## src/acc_trap_pkg.sv

```systemverilog
// Package with register map, field positions and reset values of the accumulator trap control block.
package acc_trap_pkg;
	localparam logic [31:0] CTRL_OFFSET     = 32'h0000_0000;
	localparam logic [31:0] IRQ_STAT_OFFSET = 32'h0000_0004;
	localparam logic [31:0] IRQ_MASK_OFFSET = 32'h0000_0008;
	localparam int          NEST_DIS_BIT    = 15;
	localparam int          OVA_FLAG_BIT    = 14;
	localparam int          OVB_FLAG_BIT    = 13;
	localparam int          COVA_FLAG_BIT   = 12;
	localparam int          COVB_FLAG_BIT   = 11;
	localparam int          OVA_TE_BIT      = 10;
	localparam int          OVB_TE_BIT      = 9;
	localparam logic [15:0] CTRL_IMPL_MASK  = 16'hFFFE;
	localparam logic [15:0] CTRL_RESET      = 16'h0000;
	localparam int          EVT_OVA         = 0;
	localparam int          EVT_OVB         = 1;
	localparam int          EVT_COVA        = 2;
	localparam int          EVT_COVB        = 3;
	localparam logic [3:0]  EVT_RESET       = 4'h0;
	localparam logic [1:0]  HTRANS_NONSEQ   = 2'h2;
endpackage

```

## src/accumulator_trap_control.sv

```systemverilog
// Accumulator overflow trap control register with AHB-Lite slave and interrupt.
// Operation
// - bit 14 records accumulator A overflow trap
// - bit 13 records accumulator B overflow trap
// - bits 12 and 11 record catastrophic overflows
// - overflow traps only while own enable set
// - bits read/write, reset zero, bit0 zero
//
// The register offsets and the AHB-Lite slave port were left to the implementer.
`timescale 1ns/1ps
module accumulator_trap_control
(
	input  wire logic        clk_i,
	input  wire logic        rst_i,
	input  wire logic        hsel_i,
	input  wire logic [31:0] haddr_i,
	input  wire logic [1:0]  htrans_i,
	input  wire logic        hwrite_i,
	input  wire logic [2:0]  hsize_i,
	input  wire logic [31:0] hwdata_i,
	input  wire logic        hready_i,
	output logic      [31:0] hrdata_o,
	output logic             hreadyout_o,
	output logic             hresp_o,
	input  wire logic        ova_ovf_i,
	input  wire logic        ovb_ovf_i,
	input  wire logic        ova_cat_i,
	input  wire logic        ovb_cat_i,
	output logic             trap_o,
	output logic             nest_disable_o,
	output logic             irq_o
);
	import acc_trap_pkg::*;

	logic [15:0] ctrl_q;
	logic [15:0] ctrl_d;
	logic [3:0]  stat_q;
	logic [3:0]  stat_d;
	logic [3:0]  mask_q;
	logic [3:0]  mask_d;
	logic        wr_q;
	logic [31:0] addr_q;
	logic        rd_req;
	logic        wr_req;
	logic        wr_ctrl;
	logic        wr_stat;
	logic        wr_mask;
	logic [15:0] set_v;
	logic [3:0]  evt_v;
	logic        ova_trap;
	logic        ovb_trap;
	logic        trap_d;
	logic        nest_disable_d;
	logic        irq_d;
	logic [31:0] rdata_d;

	// A transfer is taken in its address phase, when the bus is ready.
	assign rd_req = hready_i & hsel_i & htrans_i[1] & ~hwrite_i;
	assign wr_req = hready_i & hsel_i & htrans_i[1] & hwrite_i;

	always_ff @(posedge clk_i) begin
		if (rst_i) begin
			wr_q <= 1'b0;
		end else if (hready_i) begin
			wr_q <= wr_req;
		end
	end

	always_ff @(posedge clk_i) begin
		if (rst_i) begin
			addr_q <= 32'h0000_0000;
		end else if (hready_i) begin
			addr_q <= haddr_i;
		end
	end

	// Write strobes of the data phase, decoded from the captured address.
	always_comb begin
		wr_ctrl = 1'b0;
		wr_stat = 1'b0;
		wr_mask = 1'b0;
		if (wr_q && (addr_q == CTRL_OFFSET)) begin
			wr_ctrl = 1'b1;
		end else if (wr_q && (addr_q == IRQ_STAT_OFFSET)) begin
			wr_stat = 1'b1;
		end else if (wr_q && (addr_q == IRQ_MASK_OFFSET)) begin
			wr_mask = 1'b1;
		end
	end

	// Overflows trap only while their accumulator's enable is set.
	assign ova_trap = (ova_ovf_i | ova_cat_i) & ctrl_q[OVA_TE_BIT];
	assign ovb_trap = (ovb_ovf_i | ovb_cat_i) & ctrl_q[OVB_TE_BIT];
	assign trap_d   = ova_trap | ovb_trap;

	always_comb begin
		set_v = 16'h0000;
		set_v[OVA_FLAG_BIT]  = ova_ovf_i & ctrl_q[OVA_TE_BIT];
		set_v[OVB_FLAG_BIT]  = ovb_ovf_i & ctrl_q[OVB_TE_BIT];
		set_v[COVA_FLAG_BIT] = ova_cat_i & ctrl_q[OVA_TE_BIT];
		set_v[COVB_FLAG_BIT] = ovb_cat_i & ctrl_q[OVB_TE_BIT];
		evt_v = {set_v[COVB_FLAG_BIT], set_v[COVA_FLAG_BIT], set_v[OVB_FLAG_BIT], set_v[OVA_FLAG_BIT]};
	end

	// Hardware setting of a flag wins over a software write in the same cycle.
	always_comb begin
		if (wr_ctrl) begin
			ctrl_d = (hwdata_i[15:0] & CTRL_IMPL_MASK) | set_v;
		end else begin
			ctrl_d = ctrl_q | set_v;
		end
	end

	always_ff @(posedge clk_i) begin
		if (rst_i) begin
			ctrl_q <= CTRL_RESET;
		end else begin
			ctrl_q <= ctrl_d;
		end
	end

	// Status bits are cleared by writing ones; a new event in the same cycle keeps its bit.
	always_comb begin
		if (wr_stat) begin
			stat_d = (stat_q & ~hwdata_i[3:0]) | evt_v;
		end else begin
			stat_d = stat_q | evt_v;
		end
	end

	always_ff @(posedge clk_i) begin
		if (rst_i) begin
			stat_q <= EVT_RESET;
		end else begin
			stat_q <= stat_d;
		end
	end

	always_comb begin
		if (wr_mask) begin
			mask_d = hwdata_i[3:0];
		end else begin
			mask_d = mask_q;
		end
	end

	always_ff @(posedge clk_i) begin
		if (rst_i) begin
			mask_q <= EVT_RESET;
		end else begin
			mask_q <= mask_d;
		end
	end

	assign nest_disable_d = ctrl_q[NEST_DIS_BIT];
	assign irq_d          = |(stat_q & mask_q);

	always_ff @(posedge clk_i) begin
		if (rst_i) begin
			trap_o <= 1'b0;
		end else begin
			trap_o <= trap_d;
		end
	end

	always_ff @(posedge clk_i) begin
		if (rst_i) begin
			nest_disable_o <= 1'b0;
		end else begin
			nest_disable_o <= nest_disable_d;
		end
	end

	always_ff @(posedge clk_i) begin
		if (rst_i) begin
			irq_o <= 1'b0;
		end else begin
			irq_o <= irq_d;
		end
	end

	// Read data comes from the next register values, so a read whose address phase
	// meets the data phase of a write to the same register already sees the new word.
	always_comb begin
		if (haddr_i == CTRL_OFFSET) begin
			rdata_d = {16'h0000, ctrl_d & CTRL_IMPL_MASK};
		end else if (haddr_i == IRQ_STAT_OFFSET) begin
			rdata_d = {28'h0000000, stat_d};
		end else if (haddr_i == IRQ_MASK_OFFSET) begin
			rdata_d = {28'h0000000, mask_d};
		end else begin
			rdata_d = 32'h0000_0000;
		end
	end

	// Read data is registered in the address phase so it stands in the data phase.
	always_ff @(posedge clk_i) begin
		if (rst_i) begin
			hrdata_o <= 32'h0000_0000;
		end else if (rd_req) begin
			hrdata_o <= rdata_d;
		end
	end

	// The slave never inserts wait states once it is out of reset.
	always_ff @(posedge clk_i) begin
		if (rst_i) begin
			hreadyout_o <= 1'b0;
		end else begin
			hreadyout_o <= 1'b1;
		end
	end

	// Every transfer ends with an OKAY response, unmapped addresses included.
	always_ff @(posedge clk_i) begin
		if (rst_i) begin
			hresp_o <= 1'b0;
		end else begin
			hresp_o <= 1'b0;
		end
	end
endmodule

```

## config.mk

```make
export PLATFORM = sky130hd
export DESIGN_NAME = accumulator_trap_control
export DESIGN_NICKNAME = d
export VERILOG_FILES = /design/src/acc_trap_pkg.sv /design/src/accumulator_trap_control.sv
export SDC_FILE = /design/constraint.sdc
export NUM_CORES = 1
export LEC_CHECK = 0
export ABC_AREA = 1
export BUFFER_PORTS_ARGS = -buffer_cell sky130_fd_sc_hd__buf_2
export CAP_MARGIN = 40
export CELL_PAD_IN_SITES_DETAIL_PLACEMENT = 0
export CELL_PAD_IN_SITES_GLOBAL_PLACEMENT = 1
export CORE_ASPECT_RATIO = 1.1
export CORE_MARGIN = 10
export CORE_UTILIZATION = 35
export DETAILED_ROUTE_END_ITERATION = 8
export PLACE_DENSITY = 0.91
export SLEW_MARGIN = 20
export SYNTH_ARGS = -nofsm -noshare
export SYNTH_HDL_FRONTEND = slang
export SYNTH_SLANG_ARGS = --single-unit
```

## constraint.sdc

```tcl
create_clock -name clk_i -period 1.55 [get_ports clk_i]
set_input_delay 0.155 -clock clk_i [delete_from_list [all_inputs] [get_ports clk_i]]
set_output_delay 0.155 -clock clk_i [all_outputs]
set_load 0.01 [all_outputs]
```

==> results.md <==
- Die Wd: approximately 110 um
- P_leak: approximately 2.1 nW
- P&R area growth vs syn: 31.1%
- Worst slew pin tran: 0.507 ns
- Mapped Area: between 3000 and 4000 um2
- Die H: ~120 um
- Slowest cell on crit path: dfxtp_1
- Clock slew at reported path FFs: approximately 0.070 ns
- Status: completed
- H-tree depth: 3
- GRT Residual Overflow: 0
- Max Root-Sink Buffers: 2
- CP endpoint: hrdata_o[15]
- Most used cell, CP: nand2_1
- Post-synth cell types: 27
- Cts hold-fix bufs: 0
- CTS root buffer: clkbuf_8
- Global-route wire length before repair: roughly 14000 um
- Reg2Reg Launch Point: addr_q[29]
- Max FO, Critical Path: 9
- GPL Wtd Cong: 0.775
- Post-synth top cells: nand2_1, dfxtp_1, inv_1
- Core Area: approximately 9400 um2
- R2R cell count: 11
- Worst slew margin: 66.1%
- Reg2Reg Setup Slack: roughly 0.0078 ns
- WL per Instance: 12.3 um
- Post-synthesis cell count: approximately 480
- Crit path launch type: flop
- Critical Path Start: addr_q[29]
- Layout cell share with drive strength beyond 1: slightly above 30%
- Row Count: 37
- Post-Route Skew: 0.00845 ns
- Clock latency on the worst-skew pair: roughly 0.35 ns
- First DRT Iteration DRCs: 90
- Dpl hpwl: 6660 um
- Port bufs: between 70 and 80
- Slew Limit Fails: 0
- WL final: between 8000 and 9000 um
- Asr flop ratio synth: 0%
- Final period util: 99.5%
- CTS Sinks: between 70 and 80
- Synth Area per Inst: between 7 and 8 um2
- CP peak stage delay: 0.31 ns
- Post-synth top area share: about 45%
- Vias per cell: 4.48
- Finish-stage setup viols: 0
- Register area share after synthesis: roughly 45%
- Critical Path AT: ~1.8 ns
- Routed via count: 3168
- Starting Density: between 30 and 40%
- EDFF count, synth: 0
- Post-route ant nets: 0
- Crit path kind: flop to flop
- TritonCTS clock tree: yes
- Synth area leader: dfxtp_1
- Fmax achieved: 648 MHz
- Max-Cap Viols: 0
- Die ar.: 14000 um2
- Antenna violations before repair: 0
- CP bufs+invs: 3
- DR pass1 iterations: 4
- Worst vdd ir: roughly 0.00042 V
- Vias in the first global route: 3028
- Pin count of the biggest net entering global routing: 55
- Top cells by area, synth: dfxtp_1, nand2_1, a21oi_1
- Synth warn: 0
- Fin. Hold Viols: 0
- Most used DFF post-synth: dfxtp_1
- Final worst slack: 0.00779 ns
- I/O Pins: between 100 and 150
- Drt drc: 0
- RSZ-0062 raised after global routing: yes
- Setup WS pre-CTS: -0.0820 ns
- Worst setup EP type: flop
- CP required: 1.85 ns
- R2R Path End: hrdata_o[15]
- CP top delay family: simple AND/OR/NAND/NOR gates
- #FFs+latches synth: 76
- Total track usage: a little under an eighth
- Fill cell count: ~980
- Most common cell in the netlist: nand2_1
- # diodes: 0
- Hold crit path type: input pin to flop
- Number of stages on the worst setup path: 11
- Final #Nets: 663
- Critical path, cell by cell: inv_1, nand2_1, nor2_1, nand2_1, nor2_4, buf_12, nand3_4, buf_6, a211oi_2, nand2_1, nand2_1
- Tmin final: 1.54 ns
- CTS Buf Count: 9
- Final Util: 47.1%
- Pwr Density: approximately 870 nW/um2
-- tightest hold or removal path, cell delays in order --
cell,delay (ns)
buf_2,0.09
nand2_1,0.06
a21oi_2,0.05
-- layer usage --
metal	part of all wire, %	GRT usage [%]	up-vias	wire length, um
li1	-	-	1685	-
met1	43	13.2	1403	3730
met2	51	20.8	62	4450
met3	3.4	2.52	18	296
met4	2.7	7.38	0	239
met5	0	0	-	0
-- worst min-delay path by stage --
| stage | slack [ns] | cells after the start | to | start |
|---|---|---|---|---|
| global placement | 0.42 | 3 | addr_q[0] | haddr_i[0] |
| global route | 0.05 | 3 | ctrl_q[7] | hwdata_i[7] |
| detailed placement | 0.43 | 3 | ctrl_q[6] | hwdata_i[6] |
| floorplan | 0.25 | 1 | ctrl_q[15] | rst_i |
| CTS | 0.04 | 3 | ctrl_q[6] | hwdata_i[6] |
| finish | 0.06 | 3 | ctrl_q[6] | hwdata_i[6] |
-- cell type report --
class | count | area [um2] | area share [%]
clock buffers | 12 | 165 | 3.74
clock inverters | 4 | 22.5 | 0.509
inverters | 55 | 211 | 4.78
multi-input cells | 325 | 1610 | 36.3
flip-flops and latches | 76 | 1530 | 34.5
well taps | 117 | 146 | 3.31
repair buffers | 118 | 746 | 16.9
-- power breakdown --
part | total (mW) | internal (mW) | switching, mW
Clock | 1.41 | 0.704 | 0.710
Combinational | 0.402 | 0.168 | 0.234
Sequential | 2.04 | 2.01 | 0.0239
-- through the flow --
stage               cells  power (mW)  area [um2]  hold WS [ns]   TNS [ns]
finish                707        3.85        4420        0.0593          0
global route          707        4.05        4420        0.0544      -1.37
CTS                   702        3.87        4260        0.0422  -0.000192
detailed placement    686        2.45        4050         0.428     -0.659
global placement      686        2.44        4050         0.423     -0.519
floorplan             492        2.30        3430         0.245          0
-- repair_timing --
action | 4_1_cts | 5_1_grt
resized for setup | 6 | 35
pin swaps | 0 | 18
cloned | 0 | 1
endpoints found under the setup margin | 16 | 25
setup buffers | 0 | 4
-- cell families after synthesis --
| group | share of synthesized area [%] |
|---|---|
| buffers and inverters | 12.5 |
| AND/OR/NAND/NOR | 28.0 |
| AO/OA/AOI/OAI | 14.3 |
| other | 0.111 |
| flip-flops | 45.1 |
-- sequential cells by signal, summed over array words and instances (netlist names) --
signal / cells
trap_o: 1
stat_q: 4
wr_q: 1
ctrl_q: 15
nest_disable_o: 1
hreadyout_o: 1
irq_o: 1
hrdata_o: 16
mask_q: 4
addr_q: 32
-- cell usage in the layout, fill, tap and decap left out, drive strengths merged --
cell        n
a41oi       2
a21oi      51
or2         1
clkbuf     12
conb       17
inv        55
clkinv      3
nor3        3
o21ai      33
nand3b      2
clkinvlp    1
buf       118
o211ai      1
nand3      30
nand2     128
a211oi      1
nand4       2
nor2       54
dfxtp      76
(Power assumes the default switching activity.)
